### src/inc/sodcc_pkg.sv
// constants and types shared by the fifo output drive and clock control block
package sodcc_pkg;

    // ***********************************************
    // clock and one-shot timing
    // ***********************************************
    localparam int CLK_PERIOD_NS = 4;
    localparam int DESKEW_NS = 45;
    localparam int CLEAR_NS = 400;
    // least widths round up to whole cycles
    localparam logic [7:0] DESKEW_CYCLES = 8'((DESKEW_NS + CLK_PERIOD_NS - 1) / CLK_PERIOD_NS);
    localparam logic [7:0] CLEAR_CYCLES = 8'((CLEAR_NS + CLK_PERIOD_NS - 1) / CLK_PERIOD_NS);

    // ***********************************************
    // widths and field positions
    // ***********************************************
    localparam int DATA_W = 18;
    localparam int FIFO_CHIPS = 5;
    localparam int CSR_W = 16;
    localparam int TRANSFER_ERROR_BIT = 14;
    localparam int CLEAR_BIT = 5;

    // ***********************************************
    // values after reset, and the all-ready pattern
    // ***********************************************
    localparam logic VALID_RST = 1'b0;
    localparam logic PERMIT_RST = 1'b1;
    localparam logic FLAG_RST = 1'b0;
    localparam logic [DATA_W-1:0] HOLD_RST = 18'h00000;
    localparam logic [FIFO_CHIPS-1:0] READY_RST = 5'h00;
    localparam logic [FIFO_CHIPS-1:0] READY_ALL = 5'h1F;
    localparam logic [7:0] COUNT_RST = 8'h00;

    // ***********************************************
    // pop sequencer states
    // ***********************************************
    typedef enum logic [1:0] {
        SODCC_IDLE = 2'b00,
        SODCC_POP = 2'b01,
        SODCC_LOAD = 2'b10
    } sodcc_state_e;

endpackage : sodcc_pkg

### src/rtl/sodcc_pulse.sv
// retriggerable one-shot counting a fixed number of clock cycles
`timescale 1ns/1ns
module sodcc_pulse
    import sodcc_pkg::*;
#(
    parameter logic [7:0] CYCLES = 8'h01
) (
    input wire logic clock_i,
    input wire logic rst_i,
    input wire logic clk_en_i,
    input wire logic start_i,
    output logic active_o,
    output logic done_o
);
    logic [7:0] count;

    // a counter replaces the analog one-shot, width never below the minimum
    always_ff @(posedge clock_i or posedge rst_i) begin
        if (rst_i) begin
            count <= COUNT_RST;
        end else if (clk_en_i) begin
            if (start_i) begin
                count <= CYCLES;
            end else if (count != COUNT_RST) begin
                count <= count - 8'h01;
            end
        end
    end

    assign active_o = (count != COUNT_RST);
    assign done_o = (count == 8'h01) && !start_i;

endmodule : sodcc_pulse

### src/rtl/sodcc_output.sv
// fifo output stage, holding register, drive clock gating and fifo clear
`timescale 1ns/1ns
// Operation
// - word available only when all five chips ready
// - pop needs word and permit; clear sets permit
// - each pop gives a 45 ns deskew
// - pop trailing edge starts 45 ns load pulse
// - valid set after load unless stop marker
// - valid blocks pops; running pop completes
// - buffer read clears valid at cycle end
// - write: drive clock trailing edge clears valid
// - read/verify: strobe release clears valid
// - read/verify: mismatch freezes holding register
// - write: underrun if top empty, not final
// - reading empty buffer sets underrun flag
// - drive clock passes only without inhibit, overflow
// - drive edges lead, controller acts trailing
// - transfer error sampled on sync clock, inhibits
// - error flag cleared only by fifo clear
// - inhibit on transfer or data late error
// - clear stretched to at least 400 ns
// - clear from bit, reset, init, power, go
// - write clock returned gated by write mode
module sodcc_output
    import sodcc_pkg::*;
(
    input wire logic clock_i,
    input wire logic rst_i,
    input wire logic clk_en_i,
    input wire logic [FIFO_CHIPS-1:0] fifo_out_ready_i,
    input wire logic [DATA_W-1:0] fifo_data_i,
    input wire logic stop_marker_at_top_i,
    input wire logic sync_clk_i,
    input wire logic write_mode_i,
    input wire logic read_or_verify_mode_i,
    input wire logic data_strobe_i,
    input wire logic compare_mismatch_i,
    input wire logic buffer_register_read_select_i,
    input wire logic buffer_read_cycle_strobe_i,
    input wire logic final_word_flag_i,
    input wire logic device_count_overflow_i,
    input wire logic [CSR_W-1:0] control_status_one_i,
    input wire logic control_status_two_write_i,
    input wire logic [CSR_W-1:0] control_status_two_data_i,
    input wire logic bus_init_i,
    input wire logic power_fail_indication_i,
    input wire logic command_start_clear_i,
    output logic top_word_available_o,
    output logic fifo_pop_o,
    output logic holding_load_pulse_o,
    output logic [DATA_W-1:0] output_holding_register_o,
    output logic holding_valid_flag_o,
    output logic output_underrun_flag_o,
    output logic data_late_error_o,
    output logic transfer_error_flag_o,
    output logic device_clock_inhibit_o,
    output logic drive_clk_o,
    output logic write_clk_o,
    output logic fifo_clear_pulse_o
);

    // ***********************************************
    // helpers
    // ***********************************************
    function automatic logic fell(input logic prev, input logic cur);
        fell = prev && !cur;
    endfunction : fell

    // ***********************************************
    // pin synchronisers
    // ***********************************************
    logic [FIFO_CHIPS-1:0] rdy_s1, rdy_s2;
    logic [DATA_W-1:0] data_s1, data_s2;
    logic stop_s1, stop_s2;
    logic sclk_s1, sclk_s2, sclk_s3;

    always_ff @(posedge clock_i or posedge rst_i) begin
        if (rst_i) begin
            rdy_s1 <= READY_RST;
            rdy_s2 <= READY_RST;
            data_s1 <= HOLD_RST;
            data_s2 <= HOLD_RST;
            stop_s1 <= FLAG_RST;
            stop_s2 <= FLAG_RST;
            sclk_s1 <= FLAG_RST;
            sclk_s2 <= FLAG_RST;
            sclk_s3 <= FLAG_RST;
        end else if (clk_en_i) begin
            rdy_s1 <= fifo_out_ready_i;
            rdy_s2 <= rdy_s1;
            data_s1 <= fifo_data_i;
            data_s2 <= data_s1;
            stop_s1 <= stop_marker_at_top_i;
            stop_s2 <= stop_s1;
            sclk_s1 <= sync_clk_i;
            sclk_s2 <= sclk_s1;
            sclk_s3 <= sclk_s2;
        end
    end

    // ***********************************************
    // decode
    // ***********************************************
    sodcc_state_e state, next_state;
    logic pop_permit, stop_latched, underrun, err_flag, drive_q, init_pending;
    logic rd_strobe_q, ds_q, clear_q, avail_q;
    logic deskew_active, deskew_done, load_active, load_done, clr_active;

    wire word_avail = (rdy_s2 == READY_ALL);
    wire sclk_rise = sclk_s2 && !sclk_s3;
    wire sclk_fall = fell(sclk_s3, sclk_s2);
    wire drive_fall = sclk_fall && drive_q;
    wire start_pop = (state == SODCC_IDLE) && avail_q && pop_permit;
    wire end_pop = (state == SODCC_POP) && !deskew_active && !avail_q;
    wire valid_set = load_done && !stop_latched;
    wire clr_read = fell(rd_strobe_q, buffer_read_cycle_strobe_i)
        && buffer_register_read_select_i;
    wire clr_write = write_mode_i && drive_fall;
    // mismatch holds the clearing clock low so the bad word stays for software
    wire clr_verify = read_or_verify_mode_i && fell(ds_q, data_strobe_i)
        && !compare_mismatch_i;
    wire valid_clear = clr_read || clr_write || clr_verify;
    wire late_write = write_mode_i && drive_fall && !avail_q && !final_word_flag_i;
    wire late_read = buffer_read_cycle_strobe_i && buffer_register_read_select_i
        && !holding_valid_flag_o;
    wire clr_req = (control_status_two_write_i && control_status_two_data_i[CLEAR_BIT])
        || bus_init_i || power_fail_indication_i || command_start_clear_i
        || init_pending;
    wire inhibit = err_flag || underrun;
    wire err_arrive = sclk_rise && control_status_one_i[TRANSFER_ERROR_BIT];

    // ***********************************************
    // one-shots
    // ***********************************************
    sodcc_pulse #(.CYCLES(DESKEW_CYCLES)) u_deskew (
        .clock_i(clock_i),
        .rst_i(rst_i),
        .clk_en_i(clk_en_i),
        .start_i(start_pop),
        .active_o(deskew_active),
        .done_o(deskew_done)
    );

    sodcc_pulse #(.CYCLES(DESKEW_CYCLES)) u_load (
        .clock_i(clock_i),
        .rst_i(rst_i),
        .clk_en_i(clk_en_i),
        .start_i(end_pop),
        .active_o(load_active),
        .done_o(load_done)
    );

    sodcc_pulse #(.CYCLES(CLEAR_CYCLES)) u_clear (
        .clock_i(clock_i),
        .rst_i(rst_i),
        .clk_en_i(clk_en_i),
        .start_i(clr_req),
        .active_o(clr_active),
        .done_o()
    );

    // ***********************************************
    // pop sequencer
    // ***********************************************
    always_comb begin
        next_state = state;
        case (state)
            SODCC_IDLE: begin
                if (start_pop) begin
                    next_state = SODCC_POP;
                end
            end
            SODCC_POP: begin
                if (end_pop) begin
                    next_state = SODCC_LOAD;
                end
            end
            SODCC_LOAD: begin
                if (load_done) begin
                    next_state = SODCC_IDLE;
                end
            end
            default: begin
                next_state = SODCC_IDLE;
            end
        endcase
    end

    always_ff @(posedge clock_i or posedge rst_i) begin
        if (rst_i) begin
            state <= SODCC_IDLE;
        end else if (clk_en_i) begin
            state <= clear_q ? SODCC_IDLE : next_state;
        end
    end

    // ***********************************************
    // holding register and flags
    // ***********************************************
    always_ff @(posedge clock_i or posedge rst_i) begin
        if (rst_i) begin
            output_holding_register_o <= HOLD_RST;
            holding_valid_flag_o <= VALID_RST;
            pop_permit <= PERMIT_RST;
            stop_latched <= FLAG_RST;
        end else if (clk_en_i) begin
            if (start_pop) begin
                stop_latched <= stop_s2;
            end
            if (load_done) begin
                output_holding_register_o <= data_s2;
            end
            if (clear_q) begin
                holding_valid_flag_o <= VALID_RST;
                pop_permit <= PERMIT_RST;
            end else if (valid_set) begin
                // a load landing with a clear is not marked valid, the clear wins
                holding_valid_flag_o <= 1'b1;
                pop_permit <= 1'b0;
            end else if (valid_clear) begin
                holding_valid_flag_o <= 1'b0;
                pop_permit <= 1'b1;
            end
        end
    end

    // ***********************************************
    // errors, drive clock and clear
    // ***********************************************
    always_ff @(posedge clock_i or posedge rst_i) begin
        if (rst_i) begin
            underrun <= FLAG_RST;
            err_flag <= FLAG_RST;
            drive_q <= FLAG_RST;
            write_clk_o <= FLAG_RST;
            clear_q <= FLAG_RST;
            init_pending <= 1'b1;
            rd_strobe_q <= FLAG_RST;
            ds_q <= FLAG_RST;
            avail_q <= FLAG_RST;
        end else if (clk_en_i) begin
            init_pending <= 1'b0;
            rd_strobe_q <= buffer_read_cycle_strobe_i;
            ds_q <= data_strobe_i;
            avail_q <= word_avail;
            clear_q <= clr_req || clr_active;
            if (late_write || late_read) begin
                underrun <= 1'b1;
            end else if (clear_q) begin
                underrun <= FLAG_RST;
            end
            // sampled on the sync clock so the gate never chops a drive clock
            if (clear_q) begin
                err_flag <= FLAG_RST;
            end else if (err_arrive) begin
                err_flag <= 1'b1;
            end
            // an error caught on this rise withholds the pulse, so no runt clock escapes
            drive_q <= sclk_s2 && !inhibit && !err_arrive && !device_count_overflow_i;
            write_clk_o <= sclk_s2 && write_mode_i;
        end
    end

    assign top_word_available_o = avail_q;
    assign fifo_pop_o = (state == SODCC_POP);
    assign holding_load_pulse_o = load_active;
    assign output_underrun_flag_o = underrun;
    assign data_late_error_o = underrun;
    assign transfer_error_flag_o = err_flag;
    assign device_clock_inhibit_o = inhibit;
    assign drive_clk_o = drive_q;
    assign fifo_clear_pulse_o = clear_q;

    // ***********************************************
    // checks
    // ***********************************************
    int unsigned pop_len, clr_len;
    always_ff @(posedge clock_i or posedge rst_i) begin
        if (rst_i) begin
            pop_len <= 0;
            clr_len <= 0;
        end else if (clk_en_i) begin
            pop_len <= fifo_pop_o ? pop_len + 1 : 0;
            clr_len <= clear_q ? clr_len + 1 : 0;
        end
    end
endmodule : sodcc_output

### config.mk
export PLATFORM = sky130hd
export DESIGN_NAME = sodcc_output
export DESIGN_NICKNAME = d
export VERILOG_FILES = /design/src/inc/sodcc_pkg.sv /design/src/rtl/sodcc_pulse.sv /design/src/rtl/sodcc_output.sv
export SDC_FILE = /design/constraint.sdc
export NUM_CORES = 1
export LEC_CHECK = 0
export BUFFER_PORTS_ARGS = -buffer_cell sky130_fd_sc_hd__buf_2
export CORE_MARGIN = 2
export CORE_UTILIZATION = 40
export CTS_BUF_LIST = sky130_fd_sc_hd__clkbuf_16
export CTS_CLUSTER_DIAMETER = 80
export DETAILED_ROUTE_END_ITERATION = 12
export SYNTH_ARGS = -nofsm -noshare
export SYNTH_HDL_FRONTEND = slang
export SYNTH_SLANG_ARGS = --single-unit
### constraint.sdc
create_clock -name clock_i -period 3.01 [get_ports clock_i]
set_input_delay 0.1505 -clock clock_i [delete_from_list [all_inputs] [get_ports clock_i]]
set_output_delay 0.1505 -clock clock_i [all_outputs]
set_load 0.01 [all_outputs]
==> metrics.cfg, run 1 <==
[run_status]
outcome = completed

[logic_synthesis]
synth_ff_type = dfrtp_1
synthArstFlopShare = 1.00
ys_warn_count = 0
yosys.area.top_type = dfrtp_1
synth_top_area_share = 0.561
synth_area_leaders = dfrtp_1 (56%), mux2_2 (17%), ha_1 (1.9%)
synthCells = 368
synth_cell_types = 59
synth_fp_nets = 447
avgSynthCellArea_um2 = 12.7
syn_area_um2 = 4680
synth_edf_count = 0
synth_seq_area_share = 0.572
synth_seq_cells = 107

[critical_path]
r2r_start = u_deskew.count[0]
path_cells = inv_1, ha_1, or4b_2, nor4_1, a21oi_1
endpoint_kind = flop
r2r-end = u_load.count[6]
worstRegToRegCells = 5
slowest_stage = nor4_1
r2r_slack_ns = 0.70
crit_path_start_kind = flop
max_stage_delay_ns = 0.69
arrival_ns = 2.49
crit_family = simple AND/OR/NAND/NOR gates
worstPathRequired_ns = 3.19
cp_max_fo = 5
crit_type = flop to flop
worst-path-buf-inv = 1

[timing]
hold_violations = 0
finalSetupTns_ns = 0
worst_slew_pin_slew_ns = 0.862
rsz0062_at_grt = false
setup_viol = 0
post-route-period-util = 0.769
period_needed_ns = 2.31
timing.fmax_mhz = 432
fin_skew_ns = 0.0126
slew_violations = 0
maxSlewHeadroom = 0.420

[floorplanning]
fp.dieH_um = 112
die_area_um2 = 12600
core_um2 = 11400
start_util = 0.410
die-width_um = 112
num_rows = 39
pin_count = 101

[drt]
drc = 0
firstDrtPassIters = 4
wirelength_um = 9110
ant_nets = 0
via_count = 3083
drtIter0Drc = 169
wl_per_cell_um = 15.4
avgViaCountPerCell = 5.23

[clocking]
cts.sinks = 107
root_buffer = clkbuf_16
cts_resized = 0
post_cts_buffers = 0
clk_latency_ns = 0.34
cts_made_buffers = 9
path_clk_slew_ns = 0.08
htree_levels = 3
clock_path_buffers = 2
cts_tree = built

[finish]
nFillCells = 1040
n_antenna_cell = 0
instances_no_fill = 590
final_common_cell = dfrtp_1
area_delta_synth_final_pct = 17.5
final_cell_mix = dfrtp_1 (105), mux2_2 (70), buf_2 (70), nand2_1 (20)
final_nets = 521
layout-drive-gt1-share = 0.403

[hold_path]
hp-class = input pin to flop
min_from = fifo_data_i[0]
hold_depth = 2
whs_endpoint = data_s1[0]

[global_route]
grt_pass1_vias = 3103
grt_pass1_wl_um = 15500
antenna_found_initial = 0
grt_use_total = 0.152
grt_overflow = 0
grt_max_degree = 58

[placement]
dp_hpwl_um = 6400
place.port_buffers = 70
place.gp.congestion = 0.836
dp_cells = 572

[flow_run]
cap_violations = 0

[power]
ir_worst_vdd_mv = 0.455
leakagePower_nw = 2.51
p_per_area_nw_per_um2 = 755

## final cells by class
cell class	count	area [um2]	share of cell area
Clock buffer	9	225	0.0409
Clock inverter	7	83.8	0.0152
Inverter	16	62.6	0.0114
Multi-Input combinational cell	231	1870	0.339
Sequential cell	107	2680	0.487
Tap cell	143	179	0.0325
Timing Repair Buffer	77	408	0.0741
## Yosys cell counts (3+ instances only)
| cell | instances |
|---|---|
| dfrtp_1 | 105 |
| mux2_2 | 70 |
| nand2_1 | 20 |
| inv_1 | 16 |
| nor2_1 | 15 |
| o21ai_0 | 15 |
| or4_1 | 8 |
| a21oi_1 | 7 |
| ha_1 | 7 |
| xor2_1 | 7 |
| nor3_1 | 6 |
| o211ai_1 | 6 |
| clkbuf_1 | 5 |
| nand3_1 | 5 |
| nor4_1 | 5 |
| buf_2 | 4 |
| o2bb2ai_1 | 4 |
| o31ai_1 | 4 |
| or3b_2 | 4 |
| or2_2 | 3 |
## layer usage
metal / routed length, um / share of wire / track usage / up-vias
li1: - / - / - / 1482
met1: 4270 / 0.47 / 0.208 / 1532
met2: 4220 / 0.46 / 0.239 / 62
met3: 560 / 0.061 / 0.0470 / 7
met4: 61 / 0.0067 / 0.0341 / 0
met5: 0 / 0 / 0 / -
## where the power goes
part / switching, mW / internal, mW
clock: 0.582 / 0.594
sequential: 0.252 / 1.77
combinational: 0.486 / 0.468
## stage by stage
stage	hold slack [ns]	setup slack (ns)	utilization	total power, mW	instance area, um2
after global routing	0.0171	0.583	0.482	4.43	5510
after floorplan	0.248	0.0456	-	2.66	4680
after CTS	0.0194	0.692	0.482	4.21	5510
after detailed placement	0.331	0.692	0.453	3.01	5180
after global placement	0.303	0.715	0.453	2.97	5180
final	0.0322	0.696	0.482	4.16	5510
## flip-flops by register name, indices dropped and copies added (netlist names), 2 cells and up
name / cells
u_clear.count: 8
state: 2
data_s1: 18
rdy_s1: 5
u_deskew.count: 8
u_load.count: 8
data_s2: 18
rdy_s2: 5
output_holding_register_o: 18
## repair_timing
item / CTS / global route
endpoints found under the setup margin: 0 / 0
hold buffers: 2 / 0
endpoints found under the hold margin: 55 / 0
## worst register-to-register path: cells and delay by family, from the launching register on
| kind | cells | cell delay, ns |
|---|---|---|
| flip-flops | 1 | 0.42 |
| AO/OA/AOI/OAI | 1 | 0.13 |
| adder cells (fa/ha/maj) | 1 | 0.17 |
| AND/OR/NAND/NOR | 2 | 1.35 |
| buffers and inverters | 1 | 0.09 |
## how the worst max path moves through the flow
| stage | startpoint | to | slack, ns | cells after the start |
|---|---|---|---|---|
| 4_1_cts | u_deskew.count[0] | output_holding_register_o[8] | 0.69 | 7 |
| 5_1_grt | u_deskew.count[0] | output_holding_register_o[8] | 0.58 | 7 |
| 2_1_floorplan | rst_i | data_late_error_o | 0.05 | 1 |
| 6_report | u_deskew.count[0] | u_load.count[6] | 0.70 | 5 |
| 3_3_place_gp | u_deskew.count[0] | output_holding_register_o[6] | 0.71 | 7 |
| 3_5_place_dp | u_deskew.count[0] | output_holding_register_o[16] | 0.69 | 7 |
## logic make-up (layout without fill, tap and decap cells)
group                      Yosys count  after routing  share of synthesized area
buffers and inverters               30            109                     0.0296
DFF                                107            107                      0.572
AOI/OAI and AO/OA                   56             56                     0.0833
xor gates and xnor gates             7              7                     0.0131
and+or+nand+nor                     89             89                      0.111
muxes                               72             72                      0.173
adders and majority gates            7              7                     0.0187
Note: power is estimated with default switching activity, not from simulation.
==> run 2, diff against run 1 <==
- clock period: 3.01 -> 2 ns (I/O delays scaled with it)
==> run 2 against run 1 <==
Non-clock buffer count up 55. Critical path type unchanged. Cell count increased by 9.3%. Largest cell class unchanged. Core utilization up 5.0 points. Combinational power is 78% higher. Clock skew shrank 0.0015 ns. Global-route usage up 1.5 points. Sequential power up 49%.
==> metrics.cfg, run 2 (synthesis results as in run 1) <==
[timing]
maxSlewHeadroom = 0.506
fin_ws_ns = 0.0340
post-route-period-util = 0.983
hold_violations = 0
rsz0062_at_grt = true
fin_skew_ns = 0.0111
timing.fmax_mhz = 509
period_needed_ns = 1.97
worst_slew_pin_slew_ns = 0.740
slew_violations = 0
setup_viol = 0

[critical_path]
arrival_ns = 2.21
crit_path_start_kind = flop
endpoint_kind = flop
path_cells = inv_2, ha_4, or3b_4, or4_4, a21o_1, and3_1
crit_type = flop to flop
worstPathRequired_ns = 2.24
max_stage_delay_ns = 0.53
crit_family = simple AND/OR/NAND/NOR gates
crit_path_start = u_clear.count[0]
slowest_stage = or4_4
r2r-end = u_clear.count[3]
cp_max_fo = 6
r2r_start = u_clear.count[0]
crit_cells = 6
cp-endpoint = u_clear.count[3]
r2r_slack_ns = 0.03
worstRegToRegCells = 6
worst-path-buf-inv = 1

[placement]
post-place-ws_ns = -0.00254
place.gp.congestion = 0.789
dp_hpwl_um = 6680
place.port_buffers = 70
place_area_um2 = 5420
dp_cells = 597

[drt]
drc = 0
via_count = 3333
ant_nets = 0
firstDrtPassIters = 4
avgViaCountPerCell = 5.17
wl_per_cell_um = 14.9
drtIter0Drc = 176
wirelength_um = 9620

[flow_run]
cap_violations = 0

[clocking]
cts_tree = built
htree_levels = 3
path_clk_slew_ns = 0.07
clk_latency_ns = 0.35
root_buffer = clkbuf_16
cts_made_buffers = 9
clock_path_buffers = 2
cts.sinks = 107

[global_route]
grt_overflow = 0
grt_pass1_vias = 3442
grt_use_total = 0.166
antenna_found_initial = 0
grt_max_degree = 47
grt_pass1_wl_um = 16800

[finish]
final_cell_mix = dfrtp_1 (105), mux2_2 (70), buf_2 (69), buf_4 (31), dlygate4sd3_1 (29)
largestRegisters = data_s1 (18), data_s2 (18), output_holding_register_o (18)
area_delta_synth_final_pct = 29.6
layout-drive-gt1-share = 0.428
fin_area_um2 = 6070
instances_no_fill = 645
nFillCells = 1009
final_nets = 576
n_antenna_cell = 0
final_common_cell = dfrtp_1

[floorplanning]
core_um2 = 11400
fp.dieH_um = 112
num_rows = 39
die_area_um2 = 12600
pin_count = 101
start_util = 0.410
die-width_um = 112

[hold_path]
hp-class = input pin to flop

[run_status]
outcome = completed

[power]
ir_worst_vdd_mv = 0.643
leakagePower_nw = 2.78
p_per_area_nw_per_um2 = 1090
finalPower_mw = 6.64

[run 2: cell count changes in the layout (fill, tap and decap cells not counted), sizes merged]
cell | before | now
buf | 75 | 103
dlygate4sd3 | 2 | 29
bufinv | 0 | 2
inv | 18 | 16
clkinv | 3 | 2
clkinvlp | 2 | 3
[run 2: cell type report]
type / instances / area, um2 / share of cell area
Inverter: 16 / 63.8 / 0.0105
Multi-Input combinational cell: 231 / 1900 / 0.312
Tap cell: 143 / 179 / 0.0295
Clock inverter: 7 / 100 / 0.0165
Clock buffer: 9 / 225 / 0.0371
Sequential cell: 107 / 2680 / 0.441
Timing Repair Buffer: 132 / 928 / 0.153
[run 2: worst min path at each step]
| stage | start | endpoint | slack (ns) | depth (start not counted) |
|---|---|---|---|---|
| 5_1_grt | fifo_data_i[7] | data_s1[7] | 0.009 | 2 |
| 2_1_floorplan | device_count_overflow_i | drive_clk_o | 0.20 | 1 |
| 4_1_cts | fifo_data_i[7] | data_s1[7] | 0.001 | 2 |
| 3_3_place_gp | rst_i | data_s1[0] | 0.25 | 2 |
| 6_report | fifo_data_i[7] | data_s1[7] | 0.006 | 2 |
| 3_5_place_dp | rst_i | rdy_s1[4] | 0.26 | 2 |
[run 2: power breakdown]
group	internal, mW	switching [mW]	total [mW]
Combinational	0.880	0.821	1.70
Sequential	2.67	0.346	3.02
Clock	1.11	0.814	1.92
[run 2: per-stage QoR]
step | hold WS [ns] | TNS (ns) | util
floorplan | 0.197 | 0 | -
global placement | 0.252 | 0 | 0.474
detailed placement | 0.265 | -0.00254 | 0.474
CTS | 0.00101 | 0 | 0.528
global route | 0.00924 | -0.0494 | 0.532
finish | 0.00582 | 0 | 0.532
[run 2: worst register-to-register path, cell delays in order (launching register included)]
cell and delay (ns):
dfrtp_1 0.39, inv_2 0.08, ha_4 0.13, or3b_4 0.37, or4_4 0.53, a21o_1 0.20
and3_1 0.16
[run 2: what timing repair did]
action	CTS	global route
hold buffers	29	0
endpoints found under the setup margin	2	29
buffers inserted	0	3
endpoints found under the hold margin	56	0
pin swaps	0	6
gates resized for setup	1	6
[run 2: metal layers]
layer / GRT usage / vias to the layer above / share of wire
li1: - / 1606 / -
met1: 0.222 / 1645 / 0.46
met2: 0.261 / 71 / 0.48
met3: 0.0502 / 11 / 0.049
met4: 0.0561 / 0 / 0.013
met5: 0 / - / 0
==> run 3, diff against run 2 <==
- CORE_MARGIN: 2 -> not set
==> run 3 against run 2 <==
Power shrank 0.68%. Cell area is essentially flat. Register-to-register slack lost 0.04 ns. Clock skew shrank 0.0042 ns. Highest routed layer unchanged. The flow now finishes with violations (negative setup slack). Clock power shrank 6%. Fmax shrank 2.1%. Sequential share of layout area is essentially flat. Global-route usage grew 0.16 points. Critical path depth grew 1. Worst setup slack lost 0.042 ns.
==> metrics.cfg, run 3 (synthesis results as in run 1) <==
[run_status]
outcome = complete, but fails checks
violations = negative setup slack

[drt]
wirelength_um = 9670
drtIter0Drc = 156
wl_per_cell_um = 15.0
ant_nets = 0
avgViaCountPerCell = 5.16
via_count = 3324
firstDrtPassIters = 4
drc = 0

[power]
ir_worst_vdd_mv = 0.911
p_per_area_nw_per_um2 = 1080
leakagePower_nw = 2.79

[global_route]
antenna_found_initial = 0
grt_use_total = 0.168
grt_pass1_vias = 3217
grt_max_degree = 108
grt_pass1_wl_um = 15500
grt_overflow = 0

[finish]
final_nets = 575
register_area_um2 = 2680
nFillCells = 991
n_antenna_cell = 0
final_cell_mix = dfrtp_1 (105), mux2_2 (70), buf_2 (70), dlygate4sd3_1 (30), buf_4 (27)
fin_area_um2 = 6080
layout-drive-gt1-share = 0.427
multiInputGateArea_um2 = 1920
area_delta_synth_final_pct = 29.7
final_common_cell = dfrtp_1
largestRegisters = data_s1 (18), data_s2 (18), output_holding_register_o (18)

[floorplanning]
die_area_um2 = 12100
core_um2 = 11400
fp.dieH_um = 110
num_rows = 39
start_util = 0.410
die-width_um = 110
pin_count = 101

[timing]
post-route-period-util = 1.00
worst_slew_pin_slew_ns = 0.552
timing.fmax_mhz = 498
rsz0062_at_grt = true
fin_ws_ns = -0.00796
period_needed_ns = 2.01
slew_violations = 0
setup_viol = 2
hold_violations = 0
maxSlewHeadroom = 0.632
fin_skew_ns = 0.00689

[placement]
dp_hpwl_um = 6280
place.port_buffers = 70
place.gp.congestion = 0.814
place_area_um2 = 5370
post-place-ws_ns = -0.00150

[flow_run]
cap_violations = 0

[critical_path]
endpoint_kind = flop
worstPathRequired_ns = 2.23
crit_path_start_kind = flop
crit_type = flop to flop
cp_max_fo = 7
arrival_ns = 2.24

[clocking]
clk_latency_ns = 0.35
path_clk_slew_ns = 0.07
cts_made_buffers = 9
clock_path_buffers = 2
htree_levels = 3
root_buffer = clkbuf_16
cts_tree = built
cts.sinks = 107

[hold_path]
hp-class = input pin to flop

-- run 3: what timing repair did --
action | 4_1_cts | 5_1_grt
cloned | 0 | 1
hold endpoints to repair | 133 | 1
pin swaps | 1 | 4
resized for setup | 2 | 10
hold buffers | 29 | 1
setup buffers | 1 | 3
endpoints found under the setup margin | 17 | 25
-- run 3: path summary, 6_finish.rpt --
check	startpoint	end	slack, ns	cells after the start
worst min register to register	stop_s2	stop_latched	0.47	2
max in group asynchronous	rst_i	init_pending	1.12	4
worst min-delay path	final_word_flag_i	data_late_error_o	0.13	3
min in group asynchronous	rst_i	rdy_s1[1]	0.46	4
worst max-delay path	u_deskew.count[0]	output_holding_register_o[11]	-0.008	7
worst max register to register	u_deskew.count[0]	output_holding_register_o[11]	-0.008	7
-- run 3: cell type report --
cell class	count	area share
sequential	107	0.441
multi-input combinational	231	0.317
inverter	16	0.0105
clock inverter	7	0.0124
tap	143	0.0294
timing repair buffer	131	0.153
clock buffer	9	0.0371
-- run 3: routing by layer --
layer,share of wire,vias to the layer above,wire length (um),track usage
met3,0.059,5,573,0.0664
met1,0.46,1650,4440,0.217
met2,0.47,72,4580,0.263
met4,0.0081,0,78,0.0451
met5,0,-,0,0
li1,-,1597,-,-
-- run 3: report_power, final --
group	total, mW	switching, mW	internal, mW	leakage, nW
logic	1.77	0.850	0.924	1.33
clock network	1.81	0.822	0.985	0.155
registers	3.01	0.341	2.67	1.30
-- run 3: per-stage QoR --
step                hold slack, ns  std cells  total power [mW]   TNS, ns  utilization
finish                       0.133        644              6.59   -0.0125        0.532
global route                 0.141        644              7.00    -0.712        0.532
CTS                       0.000948        639              6.57         0        0.523
detailed placement           0.296        593              4.67  -0.00150        0.470
global placement             0.287        593              4.62         0        0.470
floorplan                    0.197        368              4.02         0            -
-- run 3: critical path, cell delays in order, from the launching register on --
cell	delay (ns)
dfrtp_1	0.39
inv_2	0.08
ha_4	0.13
or4b_4	0.48
nor3_4	0.26
nor2_4	0.10
clkbuf_16	0.17
mux2_2	0.27
